[src/odp2_cfg.svh]
// Register offsets, field positions, reset values for output four select
`ifndef ODP2_CFG_SVH
`define ODP2_CFG_SVH

// Volatile register addresses of the selection bytes, term one
`define ODP2_ADDR_T1_PRI_WD      8'h1d
`define ODP2_ADDR_T1_SEC_GPI     8'h1e
`define ODP2_ADDR_T1_GPI_OUT     8'h1f
// Volatile register addresses of the selection bytes, term two
`define ODP2_ADDR_T2_PRI_WD      8'h20
`define ODP2_ADDR_T2_SEC_GPI     8'h21
`define ODP2_ADDR_T2_GPI_OUT     8'h22
// Shared byte holding the output eight enables of both terms
`define ODP2_ADDR_OUT8_SEL       8'h23
// Shared byte holding the manual reset enables of all outputs
`define ODP2_ADDR_MR_EN          8'h40

// Nonvolatile copy of a byte sits at this base plus its address
`define ODP2_NV_BASE             16'h8000

// Bit positions inside the shared bytes
`define ODP2_BIT_T1_OUT8         0
`define ODP2_BIT_T2_OUT8         1
`define ODP2_BIT_MR_OUT4         3

// Reset value of every selection byte
`define ODP2_SEL_RESET           8'h00

// Number of conditions that a product term can take in
`define ODP2_NUM_COND            25

`endif

[src/odp2_pkg.sv]
// Types shared by the output four dependency logic
package odp2_pkg;

  // Monitored conditions, each bit high when that source is healthy
  typedef struct packed {
    logic       out_eight_ok;   // Output eight deasserted
    logic [5:0] out_other_ok;   // Outputs one, two, three, five, six, seven
    logic [3:0] logic_in_ok;    // Logic inputs four down to one
    logic [5:0] det_sec_ok;     // Secondary thresholds, detector six..one
    logic [1:0] wdog_ok;        // Watchdog two, watchdog one
    logic [5:0] det_pri_ok;     // Primary thresholds, detector six..one
  } odp2_cond_t;

  // Selection bytes of one product term
  typedef struct packed {
    logic       out8_sel;       // Output eight enable
    logic [7:0] gpi_out_sel;    // Logic inputs three, four and outputs
    logic [7:0] sec_gpi_sel;    // Secondary thresholds, logic inputs one, two
    logic [7:0] pri_wd_sel;     // Primary thresholds and watchdogs
  } odp2_sel_t;

endpackage

[src/odp2_out4_dep.sv]
// Product term selection and assert logic for sequencer output four
`timescale 1ns/1ps
`default_nettype none
`include "odp2_cfg.svh"

// Summary of operation
// - 0x20 bits 0-5 enable primary detectors
// - 0x20 bits 6,7 enable watchdogs one, two
// - 0x21 bits 0-5 enable secondary detectors
// - Logic inputs: 0x21 bits 6,7, 0x22 bits 0,1
// - 0x22 bits 2-7 enable other outputs
// - 0x23 bit 1 enables output eight
// - 0x40 bit 3: low manual reset asserts
// - Output deasserts when either term true, unless the 0x40 bit 3 override is active
// - Nonvolatile copy at 0x8000 plus address
// - Term one uses 0x1D-0x1F, 0x23 bit 0
module odp2_out4_dep
  import odp2_pkg::*;
#(
  parameter int SYNC_STAGES = 2          // Flip-flops on each pin input
)(
  input  wire logic       clk_sys,
  input  wire logic       arst_n,
  // Register port at the documented byte addresses
  input  wire logic       reg_wr_en,
  input  wire logic       reg_rd_en,
  input  wire logic [7:0] reg_addr,
  input  wire logic [7:0] reg_wdata,
  output logic      [7:0] reg_rdata,
  output logic            reg_rd_valid,
  // Nonvolatile copy load port
  input  wire logic       nv_wr_en,
  input  wire logic [15:0] nv_addr,
  input  wire logic [7:0] nv_wdata,
  // Monitored conditions, asynchronous to clk_sys
  input  wire logic [5:0] det_pri_ok,
  input  wire logic [5:0] det_sec_ok,
  input  wire logic [1:0] wdog_ok,
  input  wire logic [3:0] logic_in_ok,
  input  wire logic [5:0] out_other_asserted,
  input  wire logic       out_eight_asserted,
  input  wire logic       manual_reset_n,
  // Results
  output logic            seq_output_four_asserted,
  output logic            term_one_true,
  output logic            term_two_true
);

  // Pin bundle: every condition bit plus the manual reset pin on top.
  // Taking the width from the struct keeps pack and unpack in step.
  localparam int NSYNC = $bits(odp2_cond_t) + 1;

  // Reset values of the pin synchronisers: manual reset idles high
  localparam logic [NSYNC-1:0] SYNC_RST = {1'b1, {(NSYNC-1){1'b0}}};

  // Selection bytes
  logic [7:0] t1_pri_wd_r;               // Term one, primary and watchdogs
  logic [7:0] t1_sec_gpi_r;              // Term one, secondary and inputs
  logic [7:0] t1_gpi_out_r;              // Term one, inputs and outputs
  logic [7:0] t2_pri_wd_r;               // Term two, primary and watchdogs
  logic [7:0] t2_sec_gpi_r;              // Term two, secondary and inputs
  logic [7:0] t2_gpi_out_r;              // Term two, inputs and outputs
  logic [7:0] out8_sel_r;                // Shared output eight enables
  logic [7:0] mr_en_r;                   // Shared manual reset enables

  // Unified write strobe from either port
  logic       wr_any;                    // A byte is written this cycle
  logic [7:0] wr_addr;                   // Register address of the write
  logic [7:0] wr_data;                   // Data of the write
  logic       nv_hit;                    // Load port hits the copy window

  // Synchroniser chain
  logic [NSYNC-1:0] sync_r [SYNC_STAGES]; // Stage zero feeds stage one only
  logic [NSYNC-1:0] pins_raw;            // Bundle of raw pin levels
  logic [NSYNC-1:0] pins_s;              // Bundle after the last stage

  // Conditions and enables as vectors
  odp2_cond_t cond;                      // Synchronised healthy flags
  odp2_sel_t  sel_t1;                    // Term one enables
  odp2_sel_t  sel_t2;                    // Term two enables
  logic [`ODP2_NUM_COND-1:0] cond_v;     // Flat healthy vector
  logic [`ODP2_NUM_COND-1:0] en_t1;      // Flat term one enables
  logic [`ODP2_NUM_COND-1:0] en_t2;      // Flat term two enables
  logic [`ODP2_NUM_COND-1:0] pass_t1;    // Per condition pass, term one
  logic [`ODP2_NUM_COND-1:0] pass_t2;    // Per condition pass, term two
  logic       mr_low_s;                  // Manual reset held low
  logic       force_assert;              // Manual reset forces assertion
  logic       assert_nxt;                // Next value of the output

  // Pin bundle, manual reset on top
  assign pins_raw = {manual_reset_n,
                     out_eight_asserted,
                     out_other_asserted,
                     logic_in_ok,
                     det_sec_ok,
                     wdog_ok,
                     det_pri_ok};

  // Two flip-flop synchroniser on every pin input
  always_ff @(posedge clk_sys or negedge arst_n)
  begin
    if (!arst_n)
    begin
      for (int i = 0; i < SYNC_STAGES; i++)
        sync_r[i] <= SYNC_RST;
    end
    else
    begin
      sync_r[0] <= pins_raw;
      for (int i = 1; i < SYNC_STAGES; i++)
        sync_r[i] <= sync_r[i-1];
    end
  end

  assign pins_s = sync_r[SYNC_STAGES-1];

  // Unpack the synchronised bundle; outputs count healthy when idle
  always_comb
  begin
    cond.det_pri_ok   = pins_s[5:0];
    cond.wdog_ok      = pins_s[7:6];
    cond.det_sec_ok   = pins_s[13:8];
    cond.logic_in_ok  = pins_s[17:14];
    cond.out_other_ok = ~pins_s[23:18];
    cond.out_eight_ok = ~pins_s[24];
    // Manual reset is the top bit, just above output eight
    mr_low_s          = ~pins_s[NSYNC-1];
  end

  // Nonvolatile address decodes to a byte of this block
  // Copy address window
  // Upper byte picks the window, lower byte names the register
  assign nv_hit  = nv_wr_en &&
                   (nv_addr[15:8] == 8'(`ODP2_NV_BASE >> 8));

  // The register port wins when both ports write in one cycle,
  // since a live write is newer than a stored image
  assign wr_any  = reg_wr_en || nv_hit;
  assign wr_addr = reg_wr_en ? reg_addr : nv_addr[7:0];
  assign wr_data = reg_wr_en ? reg_wdata : nv_wdata;
  // Limitation: a register write to an unmapped byte still drops a load

  // Term one bytes
  // Term one selection storage
  always_ff @(posedge clk_sys or negedge arst_n)
  begin
    if (!arst_n)
    begin
      t1_pri_wd_r  <= `ODP2_SEL_RESET;
      t1_sec_gpi_r <= `ODP2_SEL_RESET;
      t1_gpi_out_r <= `ODP2_SEL_RESET;
    end
    else if (wr_any)
    begin
      case (wr_addr)
        `ODP2_ADDR_T1_PRI_WD:  t1_pri_wd_r  <= wr_data;
        `ODP2_ADDR_T1_SEC_GPI: t1_sec_gpi_r <= wr_data;
        `ODP2_ADDR_T1_GPI_OUT: t1_gpi_out_r <= wr_data;
        default: ;                       // Other bytes handled elsewhere
      endcase
    end
  end

  // Term two bytes
  // Term two selection storage
  always_ff @(posedge clk_sys or negedge arst_n)
  begin
    if (!arst_n)
    begin
      t2_pri_wd_r  <= `ODP2_SEL_RESET;
      t2_sec_gpi_r <= `ODP2_SEL_RESET;
      t2_gpi_out_r <= `ODP2_SEL_RESET;
    end
    else if (wr_any)
    begin
      case (wr_addr)
        `ODP2_ADDR_T2_PRI_WD:  t2_pri_wd_r  <= wr_data;
        `ODP2_ADDR_T2_SEC_GPI: t2_sec_gpi_r <= wr_data;
        `ODP2_ADDR_T2_GPI_OUT: t2_gpi_out_r <= wr_data;
        default: ;                       // Other bytes handled elsewhere
      endcase
    end
  end

  // Shared bytes; whole byte kept so other outputs' bits read back
  always_ff @(posedge clk_sys or negedge arst_n)
  begin
    if (!arst_n)
    begin
      out8_sel_r <= `ODP2_SEL_RESET;
      mr_en_r    <= `ODP2_SEL_RESET;
    end
    else if (wr_any)
    begin
      case (wr_addr)
        `ODP2_ADDR_OUT8_SEL: out8_sel_r <= wr_data;
        `ODP2_ADDR_MR_EN:    mr_en_r    <= wr_data;
        default: ;                       // Not a shared byte
      endcase
    end
  end

  // Read back, one cycle after the strobe; unmapped reads give zero
  always_ff @(posedge clk_sys or negedge arst_n)
  begin
    if (!arst_n)
    begin
      reg_rdata    <= 8'h00;
      reg_rd_valid <= 1'b0;
    end
    else
    begin
      reg_rd_valid <= reg_rd_en;
      if (reg_rd_en)
      begin
        case (reg_addr)
          `ODP2_ADDR_T1_PRI_WD:  reg_rdata <= t1_pri_wd_r;
          `ODP2_ADDR_T1_SEC_GPI: reg_rdata <= t1_sec_gpi_r;
          `ODP2_ADDR_T1_GPI_OUT: reg_rdata <= t1_gpi_out_r;
          `ODP2_ADDR_T2_PRI_WD:  reg_rdata <= t2_pri_wd_r;
          `ODP2_ADDR_T2_SEC_GPI: reg_rdata <= t2_sec_gpi_r;
          `ODP2_ADDR_T2_GPI_OUT: reg_rdata <= t2_gpi_out_r;
          `ODP2_ADDR_OUT8_SEL:   reg_rdata <= out8_sel_r;
          `ODP2_ADDR_MR_EN:      reg_rdata <= mr_en_r;
          default:               reg_rdata <= 8'h00;
        endcase
      end
    end
  end

  // Gather the enables; byte order matches the condition order
  // Term one enable gather
  always_comb
  begin
    sel_t1.pri_wd_sel  = t1_pri_wd_r;
    sel_t1.sec_gpi_sel = t1_sec_gpi_r;
    sel_t1.gpi_out_sel = t1_gpi_out_r;
    sel_t1.out8_sel    = out8_sel_r[`ODP2_BIT_T1_OUT8];
  end

  // Primary detectors and watchdogs in 0x20
  // Output eight enable from bit 1
  always_comb
  begin
    sel_t2.pri_wd_sel  = t2_pri_wd_r;
    sel_t2.sec_gpi_sel = t2_sec_gpi_r;
    sel_t2.gpi_out_sel = t2_gpi_out_r;
    sel_t2.out8_sel    = out8_sel_r[`ODP2_BIT_T2_OUT8];
  end

  // Flat vectors: bit n of the enables pairs with bit n of cond
  // Watchdogs sit at bits 6, 7
  assign cond_v = cond;
  assign en_t1  = sel_t1;
  assign en_t2  = sel_t2;

  // Per condition pass: cleared enable passes regardless of source
  generate
    for (genvar g = 0; g < `ODP2_NUM_COND; g++)
    begin : g_pass
      assign pass_t1[g] = cond_v[g] | ~en_t1[g];
      assign pass_t2[g] = cond_v[g] | ~en_t2[g];
    end
  endgenerate

  // Manual reset override; only bit 3 of the shared byte matters here
  // Manual reset forces assertion
  assign force_assert = mr_en_r[`ODP2_BIT_MR_OUT4] && mr_low_s;

  // Output decision. With no enables set a term is true, so the
  // output deasserts; software must enable something in both terms to hold it.
  // Deassert on either term
  // The override is ORed last so no true term can cancel a held button
  assign assert_nxt = force_assert ||
                      !((&pass_t1) || (&pass_t2));

  // Registered results
  // AND over enabled conditions
  always_ff @(posedge clk_sys or negedge arst_n)
  begin
    if (!arst_n)
    begin
      term_one_true            <= 1'b0;
      term_two_true            <= 1'b0;
      seq_output_four_asserted <= 1'b1;  // Safe: held in reset state
    end
    else
    begin
      // Terms registered beside the output so all three agree in time
      term_one_true            <= &pass_t1;
      term_two_true            <= &pass_t2;
      seq_output_four_asserted <= assert_nxt;
    end
  end

endmodule
`default_nettype wire

[config.mk]
export PLATFORM = sky130hd
export DESIGN_NAME = odp2_out4_dep
export DESIGN_NICKNAME = d
export VERILOG_FILES = /design/src/odp2_pkg.sv /design/src/odp2_out4_dep.sv
export VERILOG_INCLUDE_DIRS = /design/src
export SDC_FILE = /design/constraint.sdc
export NUM_CORES = 1
export LEC_CHECK = 0
export BUFFER_PORTS_ARGS = -buffer_cell sky130_fd_sc_hd__buf_2
export CORE_MARGIN = 2
export CORE_UTILIZATION = 40
export DETAILED_ROUTE_END_ITERATION = 8
export GPL_ROUTABILITY_DRIVEN = 0
export PLACE_DENSITY = 0.71
export SYNTH_ARGS = -nofsm -noshare
export SYNTH_HDL_FRONTEND = slang
export SYNTH_SLANG_ARGS = --single-unit
[constraint.sdc]
create_clock -name clk_sys -period 2.32 [get_ports clk_sys]
set_input_delay 0.232 -clock clk_sys [delete_from_list [all_inputs] [get_ports clk_sys]]
set_output_delay 0.232 -clock clk_sys [all_outputs]
set_load 0.005 [all_outputs]
* After elaboration in Yosys (flattened, before gate mapping)
Index checks and enable logic that the tools add are counted.
** Operators by class
- Bitwise logic cells :: 103
- Equality and inequality tests :: 17
- Mux-type cells :: 3
- Reduce and logical (&&, ||, !) cells :: 16
** Operators by type and width (number)
- $eq 8x6->1 const B :: 8
- $pmux 8 s8 :: 1
- $not 1->1 :: 52
- $or 1x1->1 :: 50
- $reduce_and 25->1 :: 2
- $eq 8x5->1 const B :: 6
- $eq 8x7->1 const B :: 2
- $mux 8 :: 2
- $reduce_and 2->1 :: 8
- $eq 8x8->1 const B :: 1
- $not 6->6 :: 1
- $logic_or 1x1->1 :: 3
- $logic_and 1x1->1 :: 2
- $logic_not 1->1 :: 1
** Word-level totals
- Output and inout bits :: 12
- Logic and storage cells :: 154
- Register bits :: 128
- Input bits :: 71

* Depth between registers and ports, before layout
- Depth in word-level cells :: 6
- Depth in mapped cells :: 7
- Mapped depth without buffers :: 5

* Least setup slack after synthesis
Ideal clock, no wire load.
- Path type :: input port to flip-flop
- Start :: in nv_addr[10]
- End :: reg t1_gpi_out_r[0]
- Slack :: 0.424 ns
- Path buffers :: 0
- Data arrival time :: 1.771 ns
- Stages :: 5
- Setup time :: 0.125 ns
- Data required time :: 2.195 ns
- Path through :: nor4_2 -> nand4_1 -> o21ai_2 -> nor3b_4 -> mux2_2
** On the way
- Longest elaborated chain between the ends :: 4
** Ends and longest elaborated chain
- start: declaration :: line odp2_out4_dep.sv:33 : input wire logic [15:0] nv_addr,
- $eq 8x8->1 :: line odp2_out4_dep.sv:134 : (nv_addr[15:8] == 8'(`ODP2_NV_BASE >> 8));
- $logic_and 1x1->1 :: line odp2_out4_dep.sv:133 : assign nv_hit = nv_wr_en &&
- $logic_or 1x1->1 :: line odp2_out4_dep.sv:138 : assign wr_any = reg_wr_en || nv_hit;
- $reduce_and 2->1 (no line)
- end signal: assignment :: line odp2_out4_dep.sv:151 : t1_gpi_out_r <= `ODP2_SEL_RESET;
- end signal: assignment :: line odp2_out4_dep.sv:158 : `ODP2_ADDR_T1_GPI_OUT: t1_gpi_out_r <= wr_data;
- end: declaration :: line odp2_out4_dep.sv:59 : logic [7:0] t1_gpi_out_r;
No other way between the ends.
A chain may end at the register's enable or synchronous reset.

* Worst setup path in the final report
- Start :: reg t1_pri_wd_r[2]
- End :: reg seq_output_four_asserted
** On the way
- Longest elaborated chain between the ends :: 6
** Ends and longest elaborated chain
- start: declaration :: line odp2_out4_dep.sv:57 : logic [7:0] t1_pri_wd_r;
- start signal: assignment :: line odp2_out4_dep.sv:149 : t1_pri_wd_r <= `ODP2_SEL_RESET;
- start signal: assignment :: line odp2_out4_dep.sv:156 : `ODP2_ADDR_T1_PRI_WD: t1_pri_wd_r <= wr_data;
- $not 1->1 :: line odp2_out4_dep.sv:261 : assign pass_t1[g] = cond_v[g] | ~en_t1[g];
- $or 1x1->1 :: line odp2_out4_dep.sv:261
- $reduce_and 25->1 :: line odp2_out4_dep.sv:275 : !((&pass_t1) || (&pass_t2));
- $logic_or 1x1->1 :: line odp2_out4_dep.sv:275
- $logic_not 1->1 :: line odp2_out4_dep.sv:275
- $logic_or 1x1->1 :: line odp2_out4_dep.sv:274 : assign assert_nxt = force_assert ||
- named net assert_nxt :: line odp2_out4_dep.sv:88 : logic assert_nxt;
- end signal: assignment :: line odp2_out4_dep.sv:292 : seq_output_four_asserted <= assert_nxt;
- end: declaration :: line odp2_out4_dep.sv:44 : output logic seq_output_four_asserted,
The timed path passes the listed nets, and every way through them passes these cells.

==> results by group <==
Critical path
  – Largest fanout on the critical path: 3
  – Signal arrival time at the worst endpoint: 2.41 ns
  – Register-to-register setup slack: 0.23 ns
  – Start point of the critical path: t1_pri_wd_r[2]
  – Critical path endpoint: seq_output_four_asserted
  – Type of destination of the critical path: flop
  – Critical path type: reg2reg
  – Capture instance of the worst register-to-register path: seq_output_four_asserted
  – Startpoint types: flop
  – Data required time at the worst endpoint: 2.64 ns
  – Cell depth of the worst flop-to-flop path: 6
  – Start of the worst register-to-register path: t1_pri_wd_r[2]

Clock tree
  – Number of H-tree levels: 4
  – CTS tree: done
  – Clock transition time at the flip-flop clock pins of the worst setup and hold paths: 0.06 ns
  – Root buffer cell: sky130_fd_sc_hd__clkbuf_16
  – Total CTS buffers: 17
  – TritonCTS sink count: 128
  – Post-CTS sizing: 0
  – Maximum buffer depth of the clock tree: 2
  – Source-to-sink clock delay at the later pin of the worst-skew pair: about 0.41 ns

Final layout
  – Layout Cells excl Fill: around 790
  – Commonest cells after routing, fill and taps aside: sky130_fd_sc_hd__dfrtp_1, sky130_fd_sc_hd__buf_2, sky130_fd_sc_hd__a21oi_1, sky130_fd_sc_hd__nor2_1, sky130_fd_sc_hd__mux2_2
  – Utilization of the core after routing: between 50% and 60%
  – Proportion of layout cells with a drive suffix above 1: a little under a third
  – Layout Nets: ~670
  – Layout area overhead: 28.9%
  – Number of fillers in the final layout: 1121
  – Leading cell type in the layout, fill and taps excluded: sky130_fd_sc_hd__dfrtp_1

Power
  – Total power per unit cell area: 798 nW/µm²
  – IR Drop Worst-Case VDD: between 500 and 600 µV
  – Net switching power of the design: 1.33 mW
  – Fraction of power consumed by the clock network: 45.3%
  – Part of the total power dissipated in combinational logic: 9.6%
  – Net Sw Frac: between 20% and 30%
  – Leakage power: ~3.2 nW
  – Internal power summed over all cells: 4.21 mW
  – Seq pwr share: 45.1%

Placement
  – Post-DP HPWL: 10400 µm
  – Number of placed instances with taps included: between 700 and 800
  – Post-Place Worst Slack: roughly 0.076 ns
  – Port-buffer cells: 82

Outcome
  – Result of the run: finished, final reports clean

STA
  – Total setup violations reported at the end of the flow: 0
  – Number of pins exceeding their max-slew limit in the final report: 0
  – Share of the clock period used by the worst path: 90.2%
  – Clock skew after layout: 0.00511 ns
  – Final period demand of the worst path: between 2 and 2.5 ns
  – Final Hold Vio Count: 0
  – Slew headroom: between 20% and 30%
  – Total negative slack: 0 ns
  – Worst hold slack: between 0.03 and 0.04 ns
  – RSZ-0062 raised after global routing: false
  – Final critical-path setup slack: 0.227 ns
  – Highest attainable clock frequency: 478 MHz
  – Worst-Margin Slew: 1.10 ns

GRT
  – Gr usage total: 21.0%
  – Wire length of the first global-routing pass: between 20000 and 25000 µm
  – Total overflow reported by the global router: 0
  – Pin count of the biggest net entering global routing: 59
  – Antenna violations before repair: 1
  – Vias in the first global route: ~4300

Synth
  – Distinct cell type count of the synthesized netlist: 42
  – Post-synth EDFFs: 0
  – Syn nets: roughly 540
  – Top FF cell, synth: sky130_fd_sc_hd__dfrtp_1
  – Post-synth ARST share: 100%
  – Total of warnings raised by yosys: 0
  – Gate count of the mapped netlist: 467
  – Post-Synthesis Cell Area: 5380 µm²
  – Number of synthesized register bits: roughly 130
  – Share of the yosys chip area belonging to registers: 59.6%
  – Per-instance average area after synthesis: between 10 and 15 µm²

Routing
  – Number of nets with antenna violations after detailed routing: 0
  – Vias per inst: 5.45
  – DRC Markers: 0
  – Met3 WL: 1270 µm
  – Top layer reached by signal wires: met4
  – Wire length on met2: 6790 µm
  – Wirelength per Cell: 18.2 µm
  – First-pass DRT Iterations: 5
  – M1 WL: ~6000 µm
  – Wire length reported by the detailed router: 14400 µm
  – Via count: 4290
  – Starting DRC count in detailed routing: 454

Worst hold path
  – Classification of the worst-slack hold path: in2reg

Floorplanning
  – Floorplan die width: between 100 and 150 µm
  – Core Region: about 13000 µm²
  – Initial standard-cell utilization of the core: roughly two fifths
  – Site row count: 42
  – Top Ports: 83
  – Die Footprint: between 10000 and 15000 µm²
  – Die height: roughly 120 µm

Job
  – Maximum capacitance violations: 0
==> cells by family after synthesis <==
logic type | after synthesis | synth area share, %
AND/OR/NAND/NOR | 107 | 10.9
buffers and inverters | 45 | 3.65
multiplexers | 47 | 9.60
AO/OA/AOI/OAI | 140 | 16.3
flip-flops | 128 | 59.6
==> synth_stat cells (2+ instances only) <==
master	n	area share [%]
sky130_fd_sc_hd__dfstp_2	3	1.5
sky130_fd_sc_hd__mux2_2	37	7.7
sky130_fd_sc_hd__nor2_1	55	3.8
sky130_fd_sc_hd__mux2i_1	10	1.9
sky130_fd_sc_hd__dfrtp_1	125	58
sky130_fd_sc_hd__a32oi_1	2	0.33
sky130_fd_sc_hd__a22oi_1	32	4.5
sky130_fd_sc_hd__or4_1	2	0.28
sky130_fd_sc_hd__nand4_1	5	0.58
sky130_fd_sc_hd__nor3_1	5	0.46
sky130_fd_sc_hd__a21oi_1	72	6.7
sky130_fd_sc_hd__nor2b_1	16	1.9
sky130_fd_sc_hd__a2111oi_0	5	0.81
sky130_fd_sc_hd__a211oi_2	4	0.93
sky130_fd_sc_hd__a31oi_1	2	0.23
sky130_fd_sc_hd__clkbuf_1	8	0.56
sky130_fd_sc_hd__inv_1	27	1.9
sky130_fd_sc_hd__buf_4	4	0.56
sky130_fd_sc_hd__nand2_1	5	0.35
sky130_fd_sc_hd__o22ai_1	18	2.1
sky130_fd_sc_hd__nor4b_2	2	0.56
sky130_fd_sc_hd__nand3_1	2	0.19
sky130_fd_sc_hd__buf_2	4	0.37
sky130_fd_sc_hd__and2_1	4	0.46
==> critical path, stage by stage (launching register included) <==
cell                        delay (ns)
sky130_fd_sc_hd__dfrtp_1          0.42
sky130_fd_sc_hd__nor2b_1          0.14
sky130_fd_sc_hd__a2111oi_0        0.53
sky130_fd_sc_hd__nand4_1          0.18
sky130_fd_sc_hd__a2111oi_0        0.46
sky130_fd_sc_hd__buf_4            0.20
sky130_fd_sc_hd__o22ai_1          0.08
==> power by group through the flow <==
stage | Sequential, mW | Combinational [mW] | Clock [mW]
floorplan | 2.48 | 0.263 | 0
global placement | 2.52 | 0.480 | 0
detailed placement | 2.53 | 0.493 | 0
CTS | 2.49 | 0.531 | 2.54
global route | 2.51 | 0.583 | 2.66
finish | 2.50 | 0.531 | 2.51
==> per-layer routing <==
metal | global-route usage, % | vias to the layer above
li1 | - | 1950
met4 | 8.09 | 0
met2 | 33.1 | 250
met1 | 27.7 | 2056
met3 | 5.51 | 34
met5 | 0 | -
==> registers in the layout, summed over array words and instances (netlist names), 8 cells and up <==
name,count
t1_sec_gpi_r,8
t1_pri_wd_r,8
mr_en_r,8
t2_pri_wd_r,8
t1_gpi_out_r,8
sync_r,26
t2_sec_gpi_r,8
out8_sel_r,8
t2_gpi_out_r,8
reg_rdata,8
pins_s,26
==> timing repair <==
item | 4_1_cts | 5_1_grt
buffers inserted | 0 | 0
hold buffers | 27 | 0
hold endpoints to repair | 79 | 0
==> final cells by class <==
class                   count  area [µm²]  area share [%]
diodes                      1        2.50          0.0361
clock buffers              23         488            7.03
clock inverters             9        82.6            1.19
inverters                  27         101            1.46
multi-input cells         294        1980            28.5
flip-flops and latches    128        3210            46.2
well taps                 176         220            3.17
repair buffers            129         858            12.4
==> metrics by stage <==
stage / total power [mW] / instance area [µm²]
4_1_cts: 5.56 / 6940
6_report: 5.54 / 6940
2_1_floorplan: 2.75 / 5380
5_1_grt: 5.75 / 6940
3_3_place_gp: 3.00 / 6100
3_5_place_dp: 3.02 / 6100
==> how the worst min path moves through the flow <==
| stage | endpoint | slack, ns | startpoint | cells past startpoint |
|---|---|---|---|---|
| finish | reg_rd_valid | 0.04 | reg_rd_en | 1 |
| global route | reg_rd_valid | 0.04 | reg_rd_en | 1 |
| CTS | reg_rd_valid | 0.02 | reg_rd_en | 1 |
| detailed placement | pins_s[9] | 0.34 | sync_r[35] | 0 |
| global placement | pins_s[3] | 0.34 | sync_r[29] | 0 |
| floorplan | mr_en_r[0] | -0.06 | arst_n | 0 |
Power figures use the tool's default switching activity.
